==> src/rtl/cpc_pkg.sv <==
package cpc_pkg;

   // ****************************************************************
   // Register indices and byte addresses
   // ****************************************************************
   localparam logic [7:0] CPC_INDEX_CTL_ONE = 8'h0E;
   localparam logic [7:0] CPC_INDEX_GAIN = 8'h0F;
   localparam logic [7:0] CPC_INDEX_CTL_TWO = 8'h10;
   localparam int CPC_ADDR_W = 8;
   localparam int CPC_OFF_CTL_ONE = 4 * CPC_INDEX_CTL_ONE;
   localparam int CPC_OFF_GAIN = 4 * CPC_INDEX_GAIN;
   localparam int CPC_OFF_CTL_TWO = 4 * CPC_INDEX_CTL_TWO;
   localparam int CPC_OFF_STATUS = 32'h0000_0050;

   // ****************************************************************
   // Field positions
   // ****************************************************************
   localparam int CPC_POS_PHASE_CLEAR = 7;
   localparam int CPC_POS_STD = 4;
   localparam int CPC_POS_VF_DIS = 3;
   localparam int CPC_POS_FAST_TC = 2;
   localparam int CPC_POS_COMB = 0;
   localparam int CPC_POS_GAIN_MODE = 7;
   localparam int CPC_POS_GAIN = 0;
   localparam int CPC_POS_BLUE_OFS = 6;
   localparam int CPC_POS_RED_OFS = 4;
   localparam int CPC_POS_BW = 3;
   localparam int CPC_POS_TRADE = 0;

   // ****************************************************************
   // Reset values (neutral choice)
   // ****************************************************************
   localparam logic [7:0] CPC_RST_CTL_ONE = 8'h00;
   localparam logic [7:0] CPC_RST_GAIN = 8'h24;
   localparam logic [7:0] CPC_RST_CTL_TWO = 8'h00;

   // ****************************************************************
   // Timing and bus response codes
   // ****************************************************************
   localparam int CPC_SLOT_CLEAR = 68;
   localparam int CPC_SLOT_COUNT = 128;
   localparam logic [1:0] CPC_RESP_OKAY = 2'h0;
   localparam logic [1:0] CPC_RESP_SLVERR = 2'h2;

   typedef enum logic [2:0] {
      CPC_STD_A, CPC_STD_B, CPC_STD_C, CPC_STD_D,
      CPC_STD_JAPAN, CPC_STD_SECAM, CPC_STD_RES6, CPC_STD_RES7
   } cpc_std_e;

   // Decoded controls passed to the chroma path
   typedef struct packed {
      cpc_std_e colourStandardSelect;
      logic chromaVfilterOn;
      logic fastColourTimeConstant;
      logic adaptiveChromaCombEnable;
      logic chromaGainMode;
      logic [6:0] chromaFixedGain;
      logic [1:0] blueDiffFineOffset;
      logic [1:0] redDiffFineOffset;
      logic chromaBandwidthSelect;
      logic [2:0] lumaChromaBandwidthTrade;
   } cpc_ctl_s;

   typedef struct packed {
      logic [7:0] ctlOne;
      logic [7:0] gain;
      logic [7:0] ctlTwo;
   } cpc_regs_s;

endpackage
==> src/rtl/cpc_chroma_path.sv <==
`timescale 1ns/100ps
// Chroma sample processing steered by the control registers
module cpc_chroma_path
   import cpc_pkg::*;
(
   input wire logic mclk,
   input wire logic rstn,
   input wire logic sampleStrobe,
   input wire cpc_ctl_s ctl,
   input wire logic activeLine,
   input wire logic [7:0] burstAmplitude,
   input wire logic [9:0] blueIn,
   input wire logic [9:0] redIn,
   output logic [11:0] blueOut,
   output logic [11:0] redOut
);
   typedef struct packed {
      logic [11:0] blue;
      logic [11:0] red;
      logic [11:0] bluePrev;
      logic [11:0] redPrev;
      logic [6:0] agcGain;
   } cpc_path_s;

   cpc_path_s s_q, s_d;
   logic [6:0] gain;
   logic [11:0] bScaled, rScaled;

   // Piecewise gain through 0.5, 1.125, 7.5 in quarter LSB units
   // Saturates below full scale to leave headroom for the offset
   function automatic logic [11:0] scale(input logic [9:0] v,
                                         input logic [6:0] g);
      logic [23:0] q;
      if (g <= 7'h24) begin
         q = (24'(v) * (24'h90 + 24'(g) * 24'h5)) / 24'h48;
      end else begin
         q = (24'(v) * (24'h333 + (24'(g) - 24'h24) * 24'h33)) / 24'hB6;
      end
      return (q > 24'hFFC) ? 12'hFFC : q[11:0];
   endfunction

   always_comb begin
      s_d = s_q;
      gain = ctl.chromaGainMode ? ctl.chromaFixedGain : s_q.agcGain;
      bScaled = scale(blueIn, gain);
      rScaled = scale(redIn, gain);
      if (sampleStrobe) begin
         if (burstAmplitude < 8'h80 && s_q.agcGain != 7'h7F) begin
            s_d.agcGain = s_q.agcGain + 7'h01;
         end else if (burstAmplitude > 8'h80 && s_q.agcGain != 7'h00) begin
            s_d.agcGain = s_q.agcGain - 7'h01;
         end
         // Quarter LSB offsets sit in two fraction bits
         s_d.blue = bScaled + 12'(ctl.blueDiffFineOffset);
         s_d.red = rScaled + 12'(ctl.redDiffFineOffset);
         if (ctl.chromaVfilterOn && activeLine) begin
            s_d.blue = 12'((13'(bScaled) + 13'(s_q.bluePrev)) >> 1)
                     + 12'(ctl.blueDiffFineOffset);
            s_d.red = 12'((13'(rScaled) + 13'(s_q.redPrev)) >> 1)
                    + 12'(ctl.redDiffFineOffset);
         end
         s_d.bluePrev = bScaled;
         s_d.redPrev = rScaled;
      end
   end

   always_ff @(posedge mclk or negedge rstn) begin
      if (!rstn) begin
         s_q <= '{blue: '0, red: '0, bluePrev: '0, redPrev: '0,
                  agcGain: CPC_RST_GAIN[CPC_POS_GAIN +: 7]};
      end else begin
         s_q <= s_d;
      end
   end

   assign blueOut = s_q.blue;
   assign redOut = s_q.red;
endmodule

==> src/rtl/cpc_chroma_regs.sv <==
// Added by the designer: the AXI4-Lite slave port.
`timescale 1ns/100ps
module cpc_chroma_regs
   import cpc_pkg::*;
#(
   parameter int PHASE_W = 16
) (
   input wire logic mclk,
   input wire logic rstn,
   input wire logic [CPC_ADDR_W-1:0] s_axi_awaddr,
   input wire logic s_axi_awvalid,
   output logic s_axi_awready,
   input wire logic [31:0] s_axi_wdata,
   input wire logic [3:0] s_axi_wstrb,
   input wire logic s_axi_wvalid,
   output logic s_axi_wready,
   output logic [1:0] s_axi_bresp,
   output logic s_axi_bvalid,
   input wire logic s_axi_bready,
   input wire logic [CPC_ADDR_W-1:0] s_axi_araddr,
   input wire logic s_axi_arvalid,
   output logic s_axi_arready,
   output logic [31:0] s_axi_rdata,
   output logic [1:0] s_axi_rresp,
   output logic s_axi_rvalid,
   input wire logic s_axi_rready,
   input wire logic sampleStrobe,
   input wire logic activeLine,
   input wire logic lineRate60,
   input wire logic [PHASE_W-1:0] phaseStep,
   input wire logic [7:0] burstAmplitude,
   input wire logic [9:0] blueIn,
   input wire logic [9:0] redIn,
   output logic [11:0] blueOut,
   output logic [11:0] redOut,
   output cpc_ctl_s chromaCtl,
   output logic [PHASE_W-1:0] subcarrierPhase,
   output logic realTimeControlOutput
);
   // ****************************************************************
   // State
   // ****************************************************************
   typedef struct packed {
      cpc_regs_s regs;
      cpc_ctl_s ctl;
      logic awHeld;
      logic [CPC_ADDR_W-1:0] awAddr;
      logic wHeld;
      logic [7:0] wData;
      logic wLane0;
      logic bValid;
      logic [1:0] bResp;
      logic rValid;
      logic [31:0] rData;
      logic [1:0] rResp;
      logic phaseClear;
      logic [7:0] seenStd;
      logic awRdy;
      logic wRdy;
      logic arRdy;
   } cpc_top_s;

   cpc_top_s s_q, s_d;
   logic [PHASE_W-1:0] dtoPhase;
   logic dtoRtco;
   logic [11:0] pathBlue, pathRed;

   function automatic logic addrHit(input logic [CPC_ADDR_W-1:0] a);
      return a == CPC_ADDR_W'(CPC_OFF_CTL_ONE)
          || a == CPC_ADDR_W'(CPC_OFF_GAIN)
          || a == CPC_ADDR_W'(CPC_OFF_CTL_TWO)
          || a == CPC_ADDR_W'(CPC_OFF_STATUS);
   endfunction

   function automatic cpc_ctl_s decode(input cpc_regs_s r,
                                       input logic rate60);
      cpc_ctl_s c;
      c.colourStandardSelect = cpc_std_e'(r.ctlOne[CPC_POS_STD +: 3]);
      c.chromaVfilterOn = ~r.ctlOne[CPC_POS_VF_DIS];
      c.fastColourTimeConstant = r.ctlOne[CPC_POS_FAST_TC];
      c.adaptiveChromaCombEnable = r.ctlOne[CPC_POS_COMB];
      c.chromaGainMode = r.gain[CPC_POS_GAIN_MODE];
      c.chromaFixedGain = r.gain[CPC_POS_GAIN +: 7];
      c.blueDiffFineOffset = r.ctlTwo[CPC_POS_BLUE_OFS +: 2];
      c.redDiffFineOffset = r.ctlTwo[CPC_POS_RED_OFS +: 2];
      c.chromaBandwidthSelect = r.ctlTwo[CPC_POS_BW];
      c.lumaChromaBandwidthTrade = r.ctlTwo[CPC_POS_TRADE +: 3];
      // Reserved and wrong-rate codes fall back to code 0
      if (c.colourStandardSelect inside {CPC_STD_RES6, CPC_STD_RES7}
          || (rate60 && c.colourStandardSelect == CPC_STD_SECAM)
          || (!rate60 && c.colourStandardSelect == CPC_STD_JAPAN)) begin
         c.colourStandardSelect = CPC_STD_A;
      end
      return c;
   endfunction

   // ****************************************************************
   // Bus slave and registers
   // ****************************************************************
   always_comb begin
      s_d = s_q;
      s_d.phaseClear = 1'b0;
      if (s_axi_awvalid && !s_q.awHeld && !s_q.bValid) begin
         s_d.awHeld = 1'b1;
         s_d.awAddr = s_axi_awaddr;
      end
      if (s_axi_wvalid && !s_q.wHeld && !s_q.bValid) begin
         s_d.wHeld = 1'b1;
         s_d.wData = s_axi_wdata[7:0];
         s_d.wLane0 = s_axi_wstrb[0];
      end
      if (s_q.awHeld && s_q.wHeld) begin
         s_d.awHeld = 1'b0;
         s_d.wHeld = 1'b0;
         s_d.bValid = 1'b1;
         s_d.bResp = addrHit(s_q.awAddr) ? CPC_RESP_OKAY : CPC_RESP_SLVERR;
         if (s_q.wLane0) begin
            case (s_q.awAddr)
               CPC_ADDR_W'(CPC_OFF_CTL_ONE): begin
                  s_d.regs.ctlOne = s_q.wData;
                  s_d.phaseClear = s_q.wData[CPC_POS_PHASE_CLEAR];
               end
               CPC_ADDR_W'(CPC_OFF_GAIN): begin
                  s_d.regs.gain = s_q.wData;
               end
               CPC_ADDR_W'(CPC_OFF_CTL_TWO): begin
                  s_d.regs.ctlTwo = s_q.wData;
               end
               default: begin
               end
            endcase
         end
      end
      if (s_q.bValid && s_axi_bready) begin
         s_d.bValid = 1'b0;
      end
      if (s_axi_arvalid && !s_q.rValid) begin
         s_d.rValid = 1'b1;
         s_d.rResp = addrHit(s_axi_araddr) ? CPC_RESP_OKAY : CPC_RESP_SLVERR;
         case (s_axi_araddr)
            CPC_ADDR_W'(CPC_OFF_CTL_ONE): s_d.rData = {24'h0, s_q.regs.ctlOne};
            CPC_ADDR_W'(CPC_OFF_GAIN): s_d.rData = {24'h0, s_q.regs.gain};
            CPC_ADDR_W'(CPC_OFF_CTL_TWO): s_d.rData = {24'h0, s_q.regs.ctlTwo};
            CPC_ADDR_W'(CPC_OFF_STATUS): s_d.rData = {24'h0, s_q.seenStd};
            default: s_d.rData = 32'h0000_0000;
         endcase
      end else if (s_q.rValid && s_axi_rready) begin
         s_d.rValid = 1'b0;
      end
      // Status: decoded standard's bit set every cycle, cleared only by reset
      s_d.seenStd = s_q.seenStd;
      s_d.seenStd[s_q.ctl.colourStandardSelect] = 1'b1;
      // Controls reach the path at the next sample
      if (sampleStrobe) begin
         s_d.ctl = decode(s_q.regs, lineRate60);
      end
      // Ready flags registered from the next state
      s_d.awRdy = !s_d.awHeld && !s_d.bValid;
      s_d.wRdy = !s_d.wHeld && !s_d.bValid;
      s_d.arRdy = !s_d.rValid;
   end

   always_ff @(posedge mclk or negedge rstn) begin
      if (!rstn) begin
         s_q <= '0;
         s_q.regs <= '{ctlOne: CPC_RST_CTL_ONE, gain: CPC_RST_GAIN,
                       ctlTwo: CPC_RST_CTL_TWO};
         s_q.ctl <= decode('{ctlOne: CPC_RST_CTL_ONE, gain: CPC_RST_GAIN,
                             ctlTwo: CPC_RST_CTL_TWO}, 1'b0);
         s_q.awRdy <= 1'b1;
         s_q.wRdy <= 1'b1;
         s_q.arRdy <= 1'b1;
      end else begin
         s_q <= s_d;
      end
   end

   // ****************************************************************
   // Chroma path and oscillator
   // ****************************************************************
   cpc_phase_dto #(.PHASE_W(PHASE_W)) u_dto (
      .mclk(mclk),
      .rstn(rstn),
      .sampleStrobe(sampleStrobe),
      .phaseStep(phaseStep),
      .phaseClear(s_q.phaseClear),
      .phase(dtoPhase),
      .realTimeControlOutput(dtoRtco)
   );

   cpc_chroma_path u_path (
      .mclk(mclk),
      .rstn(rstn),
      .sampleStrobe(sampleStrobe),
      .ctl(s_q.ctl),
      .activeLine(activeLine),
      .burstAmplitude(burstAmplitude),
      .blueIn(blueIn),
      .redIn(redIn),
      .blueOut(pathBlue),
      .redOut(pathRed)
   );

   assign s_axi_awready = s_q.awRdy;
   assign s_axi_wready = s_q.wRdy;
   assign s_axi_bvalid = s_q.bValid;
   assign s_axi_bresp = s_q.bResp;
   assign s_axi_arready = s_q.arRdy;
   assign s_axi_rvalid = s_q.rValid;
   assign s_axi_rdata = s_q.rData;
   assign s_axi_rresp = s_q.rResp;
   assign chromaCtl = s_q.ctl;
   assign subcarrierPhase = dtoPhase;
   assign realTimeControlOutput = dtoRtco;
   assign blueOut = pathBlue;
   assign redOut = pathRed;
endmodule

==> src/rtl/cpc_phase_dto.sv <==
`timescale 1ns/100ps
// Subcarrier oscillator with phase clear and serial slot report
module cpc_phase_dto
   import cpc_pkg::*;
#(
   parameter int PHASE_W = 16
) (
   input wire logic mclk,
   input wire logic rstn,
   input wire logic sampleStrobe,
   input wire logic [PHASE_W-1:0] phaseStep,
   input wire logic phaseClear,
   output logic [PHASE_W-1:0] phase,
   output logic realTimeControlOutput
);
   typedef struct packed {
      logic [PHASE_W-1:0] phase;
      logic [6:0] slot;
      logic clearPending;
      logic real_time_control_output;
   } cpc_dto_s;

   cpc_dto_s s_q, s_d;

   always_comb begin
      s_d = s_q;
      if (sampleStrobe) begin
         s_d.phase = s_q.phase + phaseStep;
         s_d.slot = s_q.slot + 7'h01;
         s_d.real_time_control_output = 1'b1;
         if (s_q.slot == 7'(CPC_SLOT_CLEAR) && s_q.clearPending) begin
            s_d.real_time_control_output = 1'b0;
            s_d.clearPending = 1'b0;
         end
      end
      if (phaseClear) begin
         s_d.phase = '0;
         s_d.clearPending = 1'b1;
      end
   end

   always_ff @(posedge mclk or negedge rstn) begin
      if (!rstn) begin
         s_q <= '{phase: '0, slot: 7'h00, clearPending: 1'b0, real_time_control_output: 1'b1};
      end else begin
         s_q <= s_d;
      end
   end

   assign phase = s_q.phase;
   assign realTimeControlOutput = s_q.real_time_control_output;
endmodule

==> config.mk <==
export PLATFORM = sky130hd
export DESIGN_NAME = cpc_chroma_regs
export DESIGN_NICKNAME = d
export VERILOG_FILES = /design/src/rtl/cpc_pkg.sv /design/src/rtl/cpc_chroma_path.sv /design/src/rtl/cpc_chroma_regs.sv /design/src/rtl/cpc_phase_dto.sv
export SDC_FILE = /design/constraint.sdc
export NUM_CORES = 2
export LEC_CHECK = 0
export BUFFER_PORTS_ARGS = -buffer_cell sky130_fd_sc_hd__buf_4
export CORE_MARGIN = 8
export CORE_UTILIZATION = 45
export CTS_CLUSTER_SIZE = 14
export DETAILED_ROUTE_END_ITERATION = 7
export PLACE_DENSITY_LB_ADDON = 0.3
export SLEW_MARGIN = 15
export SYNTH_ARGS = -nofsm -noshare
export SYNTH_HDL_FRONTEND = slang
export SYNTH_HIERARCHICAL = 1
export SYNTH_SLANG_ARGS = --single-unit
==> constraint.sdc <==
create_clock -name mclk -period 57.4 [get_ports mclk]
set_input_delay 0 -clock mclk [delete_from_list [all_inputs] [get_ports mclk]]
set_output_delay 0 -clock mclk [all_outputs]
set_load 0.005 [all_outputs]
After elaboration in Yosys (flattened, before gate mapping)
Index checks and enable logic that the tools add are counted.
{ "classes": {"eq_ne": 14, "n_reduce_logical": 44, "n_addsub": 13, "order_cmp": 7, "n_mul": 6, "mux": 29, "shift": 0, "div": 4, "n_bitwise": 2} }
{ "op_table": {"columns": ["operator", "count"], "rows": [
  ["10-bit by 24-bit multiplier with 24-bit output", 4],
  ["24-bit two-way mux", 3],
  ["12-bit by 2-bit adder with 12-bit output", 4],
  ["24-bit by 7-bit divider with 24-bit output (second input constant)", 2],
  ["24-bit by 8-bit divider with 24-bit output (second input constant)", 2],
  ["24-bit by 12-bit greater-than comparator with 1-bit output (second input constant)", 2],
  ["8-bit by 6-bit == test with 1-bit output (second input constant)", 4],
  ["8-bit by 7-bit == test with 1-bit output (second input constant)", 4],
  ["8-bit one-hot mux with 4 select lines", 1],
  ["12-bit by 12-bit adder with 13-bit output", 2],
  ["25-bit two-way mux", 1],
  ["10-bit by 24-bit adder with 24-bit output (first input constant)", 1],
  ["24-bit by 6-bit multiplier with 24-bit output (second input constant)", 1],
  ["12-bit two-way mux", 2],
  ["7-bit two-way mux", 3],
  ["1-bit logical AND", 17],
  ["16-bit adder", 1],
  ["16-bit two-way mux", 1],
  ["7-bit by 1-bit adder with 7-bit output (second input constant)", 2],
  ["3-bit == test (second input constant)", 4],
  ["8-bit by 10-bit adder with 11-bit output (first input constant)", 1],
  ["7-bit by 3-bit multiplier with 10-bit output (second input constant)", 1],
  ["1-bit two-way mux", 10],
  ["10-bit two-way mux", 1],
  ["other kinds (21)", 45]
]} }
{ "totals": {"ff_bits": 195, "memories": 0, "input_bits": 106, "out_inout_bits": 104, "mem_bits_rw": 0, "latch_bits": 0, "elab_cells": 156, "romBits": 0} }

Longest topological paths before layout
{ "depth": {"word_depth": 12, "ltp_mapped": 117, "depth_no_buf": 101} }

Modules after synthesis
Netlist, hierarchy kept.
{ "by_module_without_submodules": {"columns": ["mod", "instances", "seq_area_each_um2", "area_each_um2", "cells_each"], "rows": [
  ["cpc_chroma_path", 1, 1378.8, 40096.0, 5284],
  ["cpc_chroma_regs", 1, 2237.1, 4119.0, 315],
  ["cpc_phase_dto", 1, 626.9, 1885.6, 204]
]} }

Worst setup path after synthesis
Ideal clock, no wire load.
{ "synth_path": {"kind": "register to register", "from": "register chromaCtl[15] (netlist name)", "to": "register u_path.s_q, in the netlist u_path/blueOut[11]", "setup_ns": 0.125, "arrival_time_ns": 23.986, "path_buffers": 7, "stages_incl_launch_ff": 107, "period_less_slack_ns": 24.111, "path_slack_ns": 33.289, "t_required_ns": 57.275, "cell_sequence": "dfrtp_1 buf_4 mux2i_1 inv_1 clkbuf_1 ha_1 inv_1 fa_1 inv_1 ha_1 xnor2_1 fa_1 inv_1 ha_1 o21ai_0 nor2_1 o21a_1 nor2_1 (+71 left out) a21oi_1 or2_2 ha_1 nand3_1 nor2_1 a211oi_1 a21oi_1 o21ai_1 a21oi_1 o21ai_1 a21oi_1 or3_1 a21oi_1 nor3_1 and2_1 o2111ai_1 xnor2_1 mux2_2"} }
{ "synth_via": {"elab_chain_cells": 12, "word_cells_on_any_way": 18, "classes_between": "add/sub (6); mul (4); div (2); order compare (2); mux (4)"} }
{ "synth_rtl": {"columns": ["element", "line", "rtl"], "rows": [
  ["7-bit two-way mux *", "cpc_chroma_path.sv:44", "gain = ctl.chromaGainMode ? ctl.chromaFixedGain : s_q.agcGain;"],
  ["7-bit by 6-bit subtractor with 8-bit output", "cpc_chroma_path.sv:37", "q = (24'(v) * (24'h333 + (24'(g) - 24'h24) * 24'h33)) / 24'hB6;"],
  ["24-bit by 6-bit multiplier with 24-bit output", "cpc_chroma_path.sv:37", null],
  ["10-bit by 24-bit adder with 24-bit output", "cpc_chroma_path.sv:37", null],
  ["10-bit by 24-bit multiplier with 24-bit output", "cpc_chroma_path.sv:37", null],
  ["24-bit by 8-bit divider with 24-bit output", "cpc_chroma_path.sv:37", null],
  ["24-bit two-way mux *", "cpc_chroma_path.sv:34", "if (g <= 7'h24) begin"],
  ["24-bit by 12-bit greater-than comparator with 1-bit output", "cpc_chroma_path.sv:39", "return (q > 24'hFFC) ? 12'hFFC : q[11:0];"],
  ["12-bit two-way mux *", "cpc_chroma_path.sv:39", null],
  ["via u_path.bScaled[3]", "cpc_chroma_path.sv:27", "logic [11:0] bScaled, rScaled;"],
  ["12-bit by 12-bit adder with 13-bit output", "cpc_chroma_path.sv:57", "s_d.blue = 12'((13'(bScaled) + 13'(s_q.bluePrev)) >> 1)"],
  ["12-bit by 2-bit adder with 12-bit output", "cpc_chroma_path.sv:58", "+ 12'(ctl.blueDiffFineOffset);"],
  ["24-bit two-way mux *", "cpc_chroma_path.sv:56", "if (ctl.chromaVfilterOn && activeLine) begin"],
  ["to (signal assigned)", "cpc_chroma_path.sv:69", "s_q <= '{blue: '0, red: '0, bluePrev: '0, redPrev: '0,"],
  ["to (decl)", "cpc_chroma_path.sv:25", "cpc_path_s s_q, s_d;"]
]} }
The timed path passes the listed nets; every way through them passes the cells marked *.
A chain may end at the register's enable or synchronous reset.

Worst setup path after layout
{ "layout_path": {"from": "register chromaCtl[15] (netlist name)", "to": "register u_path.s_q, in the netlist u_path/blueOut[11]"} }
{ "layout_via": {"elab_chain_cells": 12, "word_cells_on_any_way": 18, "classes_between": "add/sub (6); mul (4); div (2); order compare (2); mux (4)"} }
{ "layout_rtl": {"columns": ["element", "line"], "rows": [
  ["7-bit two-way mux *", "cpc_chroma_path.sv:44"],
  ["7-bit by 6-bit subtractor with 8-bit output", "cpc_chroma_path.sv:37"],
  ["24-bit by 6-bit multiplier with 24-bit output", "cpc_chroma_path.sv:37"],
  ["10-bit by 24-bit adder with 24-bit output", "cpc_chroma_path.sv:37"],
  ["10-bit by 24-bit multiplier with 24-bit output", "cpc_chroma_path.sv:37"],
  ["24-bit by 8-bit divider with 24-bit output", "cpc_chroma_path.sv:37"],
  ["24-bit two-way mux *", "cpc_chroma_path.sv:34"],
  ["24-bit by 12-bit greater-than comparator with 1-bit output", "cpc_chroma_path.sv:39"],
  ["12-bit two-way mux *", "cpc_chroma_path.sv:39"],
  ["via u_path.bScaled[3]", "cpc_chroma_path.sv:27"],
  ["12-bit by 12-bit adder with 13-bit output", "cpc_chroma_path.sv:57"],
  ["12-bit by 2-bit adder with 12-bit output", "cpc_chroma_path.sv:58"],
  ["24-bit two-way mux *", "cpc_chroma_path.sv:56"]
]} }
Marks and branches as above.

==> results.py <==
metrics = {
    "status": {
        "outcome": "finished, final reports clean",
    },
    "floorplan": {
        "placementRows": 117,
        "initial_utilization_pct": 45.3,
        "die_h_um": 336,
        "num_io_pins": 210,
        "die_area_sq_um": 113000,
        "floorplan.core_area_sq_um": 102000,
        "die_x_um": 336,
    },
    "placed_design": {
        "place_hpwl_mm": 94.1,
        "port_buffers": 156,
        "numPlacedInstances": 7043,
        "globalplace.congestion": 0.891,
    },
    "routing": {
        "number_of_optimization_iterations_in_the_first_detailed_route_pass": 6,
        "vias": 41357,
        "remaining_drc_errors": 0,
        "viasPerCell": 5.82,
        "routed_wire_length_per_instance_um": 17.0,
        "drt_first_iter_violations": 2691,
        "ant_nets": 0,
        "postRouteWirelength_mm": 121,
    },
    "worst_setup_path": {
        "setup.worst_path.start_class": "register",
        "cpMostUsedCell": "sky130_fd_sc_hd__a21oi_1",
        "path_max_fanout": 28,
        "critPathTopFamily": "compound AO/OA/AOI/OAI gates",
        "crit_type": "register to register",
        "worst_endpoint_required_time_ps": 57730,
        "cp.arrival_ps": 31530,
        "worst_path_max_delay_cell": "sky130_fd_sc_hd__o21ai_2",
        "cp_num_buf_inv": 10,
        "crit_path_end_kind": "register",
        "cp_slowest_stage_delay_ps": 780,
    },
    "clock_network": {
        "cts.htree.levels": 4,
        "cts_resized": 0,
        "clock_tree.root_cell": "sky130_fd_sc_hd__clkbuf_16",
        "worst_skew_pair.late_latency_ps": 440,
        "cts.sinks": 169,
        "worst_setup_hold_path_clk_slew_ps": 70,
        "clock_tree_from_tritoncts": "yes",
        "cts_max_path_buffers": 2,
        "cts_inserted_buffers": 17,
    },
    "finish": {
        "fraction_of_layout_cells_with_a_size_suffix_above_1_pct": 10.1,
        "finalNonFillerCells": 7105,
        "area_growth_syn_to_layout_pct": 5.46,
        "antenna-diode-count": 0,
        "final_nets": 6551,
    },
    "sta": {
        "report.final.setup_viol": 0,
        "final_max_slew_viol_count": 0,
        "timing.final.hold_violations": 0,
        "finalSetupTns_ps": 0,
        "post-route-period-util_pct": 54.4,
        "tightestPinTransition_ps": 1160,
        "final_period_minus_worst_setup_slack_ps": 31200,
        "max_freq_mhz": 32.1,
        "worst_hold_slack_ps": 17.6,
        "clock_skew_ps": 10.6,
        "rsz0062_at_grt": "no",
        "slew_headroom_pct": 22.4,
    },
    "yosys": {
        "syn_area_sq_um": 46100,
        "synth-edff-count": 0,
        "post-synth-top-count-cell": "sky130_fd_sc_hd__nand2_1",
        "synth_commonest_cells": "sky130_fd_sc_hd__nand2_1 (660), sky130_fd_sc_hd__inv_1 (613), sky130_fd_sc_hd__fa_1 (411)",
        "syn-mean-instance-area_sq_um": 7.94,
        "ys_top_cells_by_area": "sky130_fd_sc_hd__fa_1 (18%), sky130_fd_sc_hd__dfrtp_1 (8.6%), sky130_fd_sc_hd__ha_1 (8.4%)",
        "yosysSeqAreaShare_pct": 9.20,
        "synthArstFlopShare_pct": 100,
        "post-synth-top-area-fraction_pct": 17.8,
        "synthFlopType": "sky130_fd_sc_hd__dfrtp_1",
        "synthesis.yosys.warnings": 6,
        "post-synth-top-area-cell": "sky130_fd_sc_hd__fa_1",
        "synth-seq-cells": 169,
        "yosys.cell_types.count": 155,
        "post_synth_inst_count": 5803,
    },
    "grt": {
        "grt-ovfl-total": 0,
        "grt_first_pass_wirelength_mm": 200,
        "grt_max_degree": 100,
        "first_global_vias": 39956,
        "initial_antenna_violation_count": 2,
        "globalRouteTotalUtil_pct": 20.6,
    },
    "min_path": {
        "worst_hold_path_type": "input port to register",
    },
    "flow_run": {
        "max_cap_viol_count": 0,
    },
}
## worst min-delay path: stages
cell and delay (ps):
sky130_fd_sc_hd__buf_4 80, sky130_fd_sc_hd__nand2_1 40, sky130_fd_sc_hd__mux2i_1 130, sky130_fd_sc_hd__mux2_2 170
## logic make-up after synthesis
group,synth area share (%)
flops,9.20
simple gates,20.2
fa+ha+maj,26.8
compound gates,22.8
xor+xnor,6.21
other cells,0.00813
buf+inv,9.05
mux,5.78
## cell usage in the layout (no fill, tap or decap), drive strengths merged, types with 24 or more instances in the layout
cell         Yosys  routed
o211ai          61      61
o21ai          310     310
a21boi          33      33
nand2b          24      24
mux2           143     143
o21bai          29      29
a211oi          64      64
inv            616     623
or2             49      49
a2111oi         27      27
xnor2          229     229
or3             36      36
nand4           41      41
o2111ai         24      24
xor2            76      76
a21o            74      74
fa             411     411
dlygate4sd3      0      30
a31o            27      27
a21oi          296     296
nand2          664     664
mux2i          100     100
a31oi           67      67
ha             310     310
o21a            44      44
o31ai           34      34
and2           298     298
nor2           349     349
a211o           31      31
conb             1      26
dfrtp          158     158
nand3          131     131
nor3           140     140
buf            160     203
nor4            46      46
o221ai          24      24
o22ai           35      35
and3            31      31
## routing by layer
metal / part of all wire [%] / vias up / GRT usage [%]
met3: 4.2 / 138 / 2.09
met5: 0.0058 / - / 0
li1: - / 20065 / -
met4: 1.8 / 2 / 4.13
met2: 48 / 997 / 35.2
met1: 46 / 20155 / 28.3
## timing repair
item,4_1_cts,5_1_grt
buffers inserted,0,0
hold buffers,30,0
endpoints found under the hold margin,124,0
## layout make-up
cell class | instances | area, sq um
clock inverter | 14 | 179
timing repair buffer | 233 | 1830
inverter | 618 | 2320
fill | 9955 | 53100
tap | 1368 | 1710
sequential | 169 | 4240
clock buffer | 18 | 439
multi-input combinational | 4685 | 37900
## state kept, by name, summed over array words and instances, names as in the netlist, 8 cells and up
name	count
chromaCtl	22
s_axi_rdata	8
s_q	52
u_dto/phase	16
u_dto/s_q	8
u_path/blueOut	12
u_path/redOut	12
u_path/s_q	31
## final timing paths
check / start / to / slack, ps / cells after the start
worst max-delay path: chromaCtl[15] / u_path/blueOut[11] / 26200 / 101
worst min-delay path: phaseStep[15] / u_dto/phase[15] / 20 / 4
worst max register to register: chromaCtl[15] / u_path/blueOut[11] / 26200 / 101
worst min register to register: s_q[110] / chromaCtl[18] / 440 / 1
max in group asynchronous: rstn / u_path/blueOut[7] / 55660 / 3
min in group asynchronous: rstn / u_dto/phase[6] / 180 / 2
## stage by stage
| step | utilization (%) | setup slack (ps) | instance area [sq um] |
|---|---|---|---|
| floorplan | - | 33290 | 46200 |
| CTS | 47.8 | 26490 | 48600 |
| finish | 47.8 | 26200 | 48600 |
| global route | 47.8 | 23630 | 48600 |
| detailed placement | 46.9 | 26580 | 47700 |
| global placement | 46.9 | 26810 | 47700 |
Power is not shown: default switching activity piles up to over one toggle a cycle in this logic, so the estimate is an artifact.
